==> config.mk <==
export PLATFORM = sky130hd
export DESIGN_NAME = icp_core
export DESIGN_NICKNAME = d
export VERILOG_FILES = /design/src/icp_pkg.sv /design/src/icp_res_if.sv /design/src/icp_core.sv /design/src/icp_prio.sv
export SDC_FILE = /design/constraint.sdc
export NUM_CORES = 1
export LEC_CHECK = 0
export ABC_AREA = 1
export BUFFER_PORTS_ARGS = -buffer_cell sky130_fd_sc_hd__buf_2
export CAP_MARGIN = 40
export CORE_AREA = 2 2 78 80
export DETAILED_ROUTE_END_ITERATION = 8
export DIE_AREA = 0 0 80 82
export PLACE_DENSITY = 0.78
export SYNTH_ARGS = -nofsm -noshare
export SYNTH_HDL_FRONTEND = slang
export SYNTH_SLANG_ARGS = --single-unit
export TNS_END_PERCENT = 1
==> constraint.sdc <==
create_clock -name clk -period 2 [get_ports clk]
set_clock_uncertainty 0.2 [all_clocks]
set_input_delay 0.4 -clock clk [delete_from_list [all_inputs] [get_ports clk]]
set_output_delay 0.4 -clock clk [all_outputs]
set_load 0.01 [all_outputs]
==> src/icp_pkg.sv <==
// Shared constants and types for the interrupt controller
package icp_pkg;

  // ----------------------------------------
  // Sizes
  // ----------------------------------------
  localparam int NUM_SRC = 16;
  localparam int IDX_W = 4;
  localparam int VEC_W = 16;

  // ----------------------------------------
  // Register select codes on the processor side
  // ----------------------------------------
  localparam logic [1:0] SEL_FLAGS0 = 2'h0;
  localparam logic [1:0] SEL_FLAGS1 = 2'h1;
  localparam logic [1:0] SEL_MASK0 = 2'h2;
  localparam logic [1:0] SEL_MASK1 = 2'h3;

  // ----------------------------------------
  // Values after reset
  // ----------------------------------------
  localparam logic [7:0] FLAG_RESET = 8'h00;
  localparam logic [7:0] MASK_RESET = 8'hFF;

  // ----------------------------------------
  // Source positions (bit index equals priority level)
  // ----------------------------------------
  localparam int SRC_WDT = 0;
  localparam int SRC_SERIAL_RX = 5;

  // ----------------------------------------
  // Vector addresses
  // ----------------------------------------
  localparam logic [15:0] VEC_NMI = 16'h0004;
  localparam logic [15:0] VEC_TABLE [NUM_SRC] = '{
    16'h0004, 16'h0006, 16'h0008, 16'h000A,
    16'h000C, 16'h000E, 16'h0010, 16'h0012,
    16'h0014, 16'h0016, 16'h0018, 16'h001A,
    16'h001C, 16'h001E, 16'h0020, 16'h0022
  };

  // ----------------------------------------
  // Watchdog operating mode, one-hot
  // ----------------------------------------
  typedef enum logic [2:0] {
    WDT_INTERVAL = 3'b001,
    WDT_MODE1 = 3'b010,
    WDT_MODE2 = 3'b100
  } icp_wdt_mode_t;

endpackage

==> src/icp_res_if.sv <==
// Carrier between the controller core and its priority resolver
`timescale 1ns/100ps
`default_nettype none
interface icp_res_if;
  logic [15:0] req;
  logic valid;
  logic [3:0] idx;
  modport core (output req, input valid, input idx);
  modport resolver (input req, output valid, output idx);
endinterface
`default_nettype wire

==> src/icp_core.sv <==
// Interrupt controller: request and mask flags, priority, vector to the core
//
// Behaviour
// - Non-maskable request is taken regardless of masks and ranks above all.
// - The non-maskable request or any unmasked maskable request raises the standby release.
// - Watchdog overflow in first watchdog mode is the non-maskable source, vector 0004H.
// - Watchdog overflow in interval mode is maskable at level 0.
// - Sixteen maskable sources, five external and eleven internal, each masked.
// - Lowest pending priority number wins; 0 highest, 15 lowest.
// - Pin edge sources at levels 1 to 4, vectors 0006H to 000CH.
// - Serial receive and 3-wire done share level 5, one flag, vector 000EH.
// - Serial transmit, watch timer, watch interval at levels 6 to 8.
// - Three 8-bit timers and the 16-bit timer at levels 9 to 12.
// - Key return, A/D done and comparator at levels 13 to 15.
// - Flag sets on source or write of 1; clears on write, acknowledge, reset.
// - Reset clears both request flag registers.
// - Reset sets both mask registers; mask 0 enables, mask 1 disables.
// - Acknowledge clears the served flag before the routine runs.
// - Watchdog flag usable only in interval mode; else held at 0.
// - Watchdog mask bit reads undefined in watchdog modes.
// - Output-mode level change on a shared pin sets its flag.
// - Flag and mask registers take single-bit and whole-byte writes.
// - Maskable source served only while flag is 1 and mask is 0.
// - Vectored maskable interrupt only while the global enable is set.
`timescale 1ns/100ps
`default_nettype none
module icp_core (
  input wire logic clk,
  input wire logic rstn,
  input wire icp_pkg::icp_wdt_mode_t wdt_mode,
  input wire logic watchdog_overflow_irq,
  input wire logic pin_edge_irq_0,
  input wire logic pin_edge_irq_1,
  input wire logic pin_edge_irq_2,
  input wire logic pin_edge_irq_3,
  input wire logic serial_rx_done_irq,
  input wire logic serial_3wire_done_irq,
  input wire logic serial_tx_done_irq,
  input wire logic watch_timer_irq,
  input wire logic watch_interval_irq,
  input wire logic timer8_a_match_irq,
  input wire logic timer8_b_match_irq,
  input wire logic timer8_c_match_irq,
  input wire logic timer16_match_irq,
  input wire logic key_return_irq,
  input wire logic adc_done_irq,
  input wire logic comparator_irq,
  input wire logic global_interrupt_enable,
  input wire logic cpu_ack,
  input wire logic [1:0] sfr_sel,
  input wire logic sfr_wr,
  input wire logic sfr_bit_wr,
  input wire logic [2:0] sfr_bit_idx,
  input wire logic sfr_bit_val,
  input wire logic [7:0] sfr_wdata,
  output logic [7:0] sfr_rdata,
  output logic irq_req,
  output logic nmi_req,
  output logic [icp_pkg::VEC_W-1:0] irq_vector,
  output logic standby_release
);
  import icp_pkg::*;

  // ----------------------------------------
  // Helpers
  // ----------------------------------------
  // Byte-wide write or single-bit read-modify-write of one register
  function automatic logic [7:0] sfr_merge(
    input logic [7:0] old,
    input logic byte_wr,
    input logic bit_wr,
    input logic [2:0] idx,
    input logic val,
    input logic [7:0] wdata
  );
    logic [7:0] res;
    res = old;
    if (byte_wr) begin
      res = wdata;
    end else if (bit_wr) begin
      res[idx] = val;
    end
    return res;
  endfunction

  // ----------------------------------------
  // State
  // ----------------------------------------
  logic [NUM_SRC-1:0] flags_reg;
  logic [NUM_SRC-1:0] flags_next;
  logic [NUM_SRC-1:0] mask_reg;
  logic [NUM_SRC-1:0] mask_next;
  logic [IDX_W-1:0] sel_idx_reg;
  logic [NUM_SRC-1:0] src_vec;
  logic nmi_set;
  logic ack_nmi;
  logic ack_mask;
  logic wdt_interval;
  logic any_wr;

  icp_res_if res_bus ();

  icp_prio #(
    .N(NUM_SRC)
  ) u_prio (
    .res(res_bus.resolver)
  );

  // ----------------------------------------
  // Source mapping
  // ----------------------------------------
  // Watchdog routes to the maskable level 0 only in interval use
  assign wdt_interval = (wdt_mode == WDT_INTERVAL);
  assign nmi_set = watchdog_overflow_irq && (wdt_mode == WDT_MODE1);
  assign src_vec[SRC_WDT] = watchdog_overflow_irq && wdt_interval;
  assign src_vec[1] = pin_edge_irq_0;
  assign src_vec[2] = pin_edge_irq_1;
  assign src_vec[3] = pin_edge_irq_2;
  assign src_vec[4] = pin_edge_irq_3;
  assign src_vec[SRC_SERIAL_RX] = serial_rx_done_irq | serial_3wire_done_irq;
  assign src_vec[6] = serial_tx_done_irq;
  assign src_vec[7] = watch_timer_irq;
  assign src_vec[8] = watch_interval_irq;
  assign src_vec[9] = timer8_a_match_irq;
  assign src_vec[10] = timer8_b_match_irq;
  assign src_vec[11] = timer8_c_match_irq;
  assign src_vec[12] = timer16_match_irq;
  assign src_vec[13] = key_return_irq;
  assign src_vec[14] = adc_done_irq;
  assign src_vec[15] = comparator_irq;

  // ----------------------------------------
  // Acknowledge decode
  // ----------------------------------------
  // The non-maskable request always takes the acknowledge first
  assign ack_nmi = cpu_ack && nmi_req;
  assign ack_mask = cpu_ack && !nmi_req && irq_req;
  assign any_wr = sfr_wr || sfr_bit_wr;

  // Only requested and unmasked sources compete
  assign res_bus.req = flags_reg & ~mask_reg;

  // ----------------------------------------
  // Request flags
  // ----------------------------------------
  // Order matters: software, then acknowledge, then sources, so a set wins
  always_comb begin
    flags_next = flags_reg;
    if (any_wr && sfr_sel == SEL_FLAGS0) begin
      flags_next[7:0] = sfr_merge(flags_reg[7:0], sfr_wr, sfr_bit_wr, sfr_bit_idx, sfr_bit_val, sfr_wdata);
    end else if (any_wr && sfr_sel == SEL_FLAGS1) begin
      flags_next[15:8] = sfr_merge(flags_reg[15:8], sfr_wr, sfr_bit_wr, sfr_bit_idx, sfr_bit_val, sfr_wdata);
    end
    if (ack_mask) begin
      flags_next[sel_idx_reg] = 1'b0;
    end
    flags_next = flags_next | src_vec;
    if (!wdt_interval) begin
      flags_next[SRC_WDT] = 1'b0;
    end
  end

  always_ff @(posedge clk or negedge rstn) begin
    if (!rstn) begin
      flags_reg <= {FLAG_RESET, FLAG_RESET};
    end else begin
      flags_reg <= flags_next;
    end
  end

  // ----------------------------------------
  // Mask flags
  // ----------------------------------------
  // Masks change only by software; hardware never touches them
  always_comb begin
    mask_next = mask_reg;
    if (any_wr && sfr_sel == SEL_MASK0) begin
      mask_next[7:0] = sfr_merge(mask_reg[7:0], sfr_wr, sfr_bit_wr, sfr_bit_idx, sfr_bit_val, sfr_wdata);
    end else if (any_wr && sfr_sel == SEL_MASK1) begin
      mask_next[15:8] = sfr_merge(mask_reg[15:8], sfr_wr, sfr_bit_wr, sfr_bit_idx, sfr_bit_val, sfr_wdata);
    end
  end

  always_ff @(posedge clk or negedge rstn) begin
    if (!rstn) begin
      mask_reg <= {MASK_RESET, MASK_RESET};
    end else begin
      mask_reg <= mask_next;
    end
  end

  // ----------------------------------------
  // Non-maskable pending flag
  // ----------------------------------------
  // A second overflow during service re-arms the flag; the set wins over ack
  always_ff @(posedge clk or negedge rstn) begin
    if (!rstn) begin
      nmi_req <= 1'b0;
    end else if (nmi_set) begin
      nmi_req <= 1'b1;
    end else if (ack_nmi) begin
      nmi_req <= 1'b0;
    end
  end

  // ----------------------------------------
  // Request and vector to the core
  // ----------------------------------------
  // Request drops for one cycle after an acknowledge so a stale winner is
  // never offered twice; the resolver sees the cleared flag next cycle
  always_ff @(posedge clk or negedge rstn) begin
    if (!rstn) begin
      irq_req <= 1'b0;
      sel_idx_reg <= '0;
      irq_vector <= VEC_NMI;
    end else begin
      irq_req <= res_bus.valid && global_interrupt_enable && !cpu_ack;
      sel_idx_reg <= res_bus.idx;
      if (nmi_req) begin
        irq_vector <= VEC_NMI;
      end else begin
        irq_vector <= VEC_TABLE[res_bus.idx];
      end
    end
  end

  // ----------------------------------------
  // Standby release
  // ----------------------------------------
  // Wake on any unmasked pending source; the global enable is not needed
  always_ff @(posedge clk or negedge rstn) begin
    if (!rstn) begin
      standby_release <= 1'b0;
    end else begin
      standby_release <= res_bus.valid || nmi_req;
    end
  end

  // ----------------------------------------
  // Register read
  // ----------------------------------------
  // One cycle of read latency; the watchdog mask bit is not qualified by mode
  always_ff @(posedge clk or negedge rstn) begin
    if (!rstn) begin
      sfr_rdata <= FLAG_RESET;
    end else if (sfr_sel == SEL_FLAGS0) begin
      sfr_rdata <= flags_reg[7:0];
    end else if (sfr_sel == SEL_FLAGS1) begin
      sfr_rdata <= flags_reg[15:8];
    end else if (sfr_sel == SEL_MASK0) begin
      sfr_rdata <= mask_reg[7:0];
    end else begin
      sfr_rdata <= mask_reg[15:8];
    end
  end
endmodule
`default_nettype wire

==> src/icp_prio.sv <==
// Fixed-priority resolver: lowest pending index wins
`timescale 1ns/100ps
`default_nettype none
module icp_prio #(
  parameter int N = 16
) (
  icp_res_if.resolver res
);
  import icp_pkg::*;

  // ----------------------------------------
  // Resolution
  // ----------------------------------------
  // Scan from the highest level downward so the lowest level, found last, wins
  always_comb begin
    res.valid = 1'b0;
    res.idx = '0;
    for (int i = N - 1; i >= 0; i--) begin
      if (res.req[i]) begin
        res.valid = 1'b1;
        res.idx = IDX_W'(i);
      end
    end
  end
endmodule
`default_nettype wire

==> impl_metrics.json <==
{
  "vias": 2967,
  "cts_tree": "yes",
  "mostFrequentLayoutCell": "nand2_1",
  "holdWs_ns": 0.0625,
  "cp_max_fo": 2,
  "dieHeight_um": 82,
  "reg2reg_from": "mask_reg[14]",
  "maxSlewViolCount": 0,
  "most-common-layout-cells": "nand2_1 (86), inv_1 (56), buf_2 (55), nor2_1 (41), a21oi_1 (39)",
  "grt_usage_pct": 26.4,
  "vdd_ir_drop_max_v": 0.000426,
  "gp_congestion": 1.01,
  "grt_pass1_vias": 2833,
  "avgSynthCellArea_sq_um": 7.43,
  "period_share_pct": 97.7,
  "io-pin-count": 67,
  "area_growth_pct": 18.7,
  "final_layout_size_suffix_gt1_share_pct": 25.3,
  "cp_cell_sequence": "inv_1 -> nand2_2 -> nand2_2 -> nand2_1 -> nand2_1 -> nand2_1 -> nand2_1 -> nand2_1 -> nand2_2 -> nand2_1 -> nand2_1 -> nand2_1 -> nand2_1 -> nand2_1 -> nand2_1 -> nand2_1 -> nand2_1 -> nor2_1",
  "grt_max_degree": 53,
  "critPathKind": "flop to flop",
  "cp_common_cell": "nand2_1",
  "synth_cell_type_count": 32,
  "endpoint_kind": "flop",
  "grt-ovfl-total": 0,
  "rows": 28,
  "synth.top_cell.area_share_pct": 29.2,
  "leakage_nw": 1.80,
  "wl_um": 8210,
  "fin_area_sq_um": 3560,
  "dr.pass1.iters": 5,
  "hpwl_um": 6370,
  "hold_violations": 0,
  "status": "finished, final reports clean",
  "final_nets": 514,
  "ys_ff_latch": 52,
  "core_sq_um": 5750,
  "cp_slowest_cell": "dfstp_2",
  "maxCapViolCount": 0,
  "crit_buf_inv": 1,
  "die_area_sq_um": 6560,
  "cts.sinks": 52,
  "rsz0062_at_grt": "true",
  "setup-violations-final": 0,
  "finalWorstPathRequiredPeriod_ns": 1.95,
  "cts_buffers": 5,
  "die_width_um": 80,
  "ys_seq_area_share_pct": 44.1,
  "worstHoldPathType": "primary input to flop",
  "cp.arrival_ns": 2.00,
  "cp.required_ns": 2.05,
  "antenna_found_initial": 0,
  "diodes": 0,
  "fillers": 537,
  "path_delay_family": "simple AND/OR/NAND/NOR gates",
  "netlist_top_cells_area": "dfrtp_1 (29%), dfstp_2 (15%), nand2_1 (11%)",
  "startpoint_type": "flop",
  "synth_warnings": 0,
  "cts.clk_slew.worst_paths_ns": 0.09,
  "crit_start": "mask_reg[14]",
  "drc_errors": 0,
  "powerDensity_nw_per_um2": 795,
  "ant_nets": 0,
  "max_freq_mhz": 512,
  "synth.largest_area_cell": "dfrtp_1",
  "drt_iter0_drc": 235,
  "grt_pass1_wl_um": 13000,
  "cts_max_level": 2,
  "hold_start": "watch_timer_irq",
  "synth_area_sq_um": 3000,
  "post_drt_wl_per_cell_um": 15.0,
  "slowest_delay_ns": 0.54,
  "start_util_pct": 52.2,
  "clk_latency_ns": 0.32,
  "vias_per_cell": 5.40,
  "placed_cell_area_sq_um": 3410,
  "netlist_instances": 404,
  "clock-root-buffer": "clkbuf_8",
  "port-buffer-count": 55,
  "clock_path_buffers": 2
}
[logic make-up after synthesis]
family | count (synthesis) | synth area share [%]
other | 1 | 0.125
AOI/OAI and AO/OA | 113 | 22.0
adders and majority gates | 1 | 0.417
DFF | 52 | 44.1
muxes | 1 | 0.375
buffers and inverters | 78 | 11.7
and+or+nand+nor | 158 | 21.4
[path summary, 6_finish.rpt]
kind | slack (ns) | end | depth (start not counted)
hold reg to reg | 0.30 | mask_reg[7] | 2
setup reg to reg | 0.05 | irq_vector[1] | 18
min in group asynchronous | 0.39 | flags_reg[2] | 3
hold / removal | 0.06 | flags_reg[7] | 3
setup / recovery | 0.05 | irq_vector[1] | 18
max in group asynchronous | 0.90 | mask_reg[15] | 3
[through the flow]
| stage | utilization [%] | power (mW) | setup TNS [ns] | worst slack [ns] | std cells |
|---|---|---|---|---|---|
| 5_1_grt | 62.0 | 3.00 | -0.150 | -0.0651 | 549 |
| 3_5_place_dp | 59.3 | 2.15 | 0 | 0.0416 | 539 |
| 6_report | 62.0 | 2.83 | 0 | 0.0459 | 549 |
| 2_1_floorplan | - | 1.88 | 0 | 0.260 | 414 |
| 3_3_place_gp | 59.3 | 2.13 | 0 | 0.0564 | 539 |
| 4_1_cts | 61.1 | 2.78 | 0 | 0.0157 | 548 |
[synthesized netlist by cell type]
cell,number
a211oi_2,1
a21oi_1,39
a21oi_2,1
a22o_1,4
a22oi_1,3
a31oi_1,15
buf_2,4
buf_4,14
clkbuf_1,1
conb_1,1
dfrtp_1,35
dfstp_2,17
ha_1,1
inv_1,56
inv_2,3
mux2_2,1
nand2_1,91
nand3_1,6
nor2_1,44
nor2_2,5
nor3_1,6
nor3_2,1
nor3b_1,1
nor4_1,1
o21ai_0,32
o21ai_1,2
o21bai_1,9
o221ai_1,3
o22ai_1,2
o31ai_1,2
or2_1,1
or2_2,2
[report_power, final]
| part | leakage [nW] | total, mW | internal, mW | switching (mW) |
|---|---|---|---|---|
| Sequential | 0.560 | 1.36 | 1.26 | 0.0935 |
| Combinational | 1.19 | 0.845 | 0.307 | 0.538 |
| Clock | 0.0455 | 0.630 | 0.283 | 0.347 |
[area by class of cell]
cell class,instances,area (sq um),area share [%]
multi-input combinational,284,1410,39.6
sequential,52,1320,37.1
timing repair buffer,71,423,11.9
inverter,59,221,6.22
tap,75,93.8,2.64
clock buffer,8,90.1,2.53
[worst reg2reg max path, cell delays in order, from the launching register on]
cell and delay [ns]:
dfstp_2 0.54, inv_1 0.06, nand2_2 0.09, nand2_2 0.07
nand2_1 0.06, nand2_1 0.05, nand2_1 0.06, nand2_1 0.06
nand2_1 0.07, nand2_2 0.05, nand2_1 0.06, nand2_1 0.06
nand2_1 0.06, nand2_1 0.06, nand2_1 0.07, nand2_1 0.06
nand2_1 0.06, nand2_1 0.07, nor2_1 0.09
[routing by layer]
layer / GRT usage, % / part of all wire, % / vias to the layer above
met5: 0 / 0 / -
met4: 13.4 / 4.1 / 0
met3: 3.96 / 6.1 / 33
met2: 43.8 / 48 / 132
met1: 33.8 / 42 / 1370
li1: - / - / 1432
[what timing repair did]
action | in CTS | in global routing
endpoints found under the hold margin | 35 | 0
setup endpoints to repair | 0 | 7
buffers inserted | 0 | 1
hold buffers | 1 | 0
resized for setup | 0 | 15
Power figures use the tool's default switching activity.
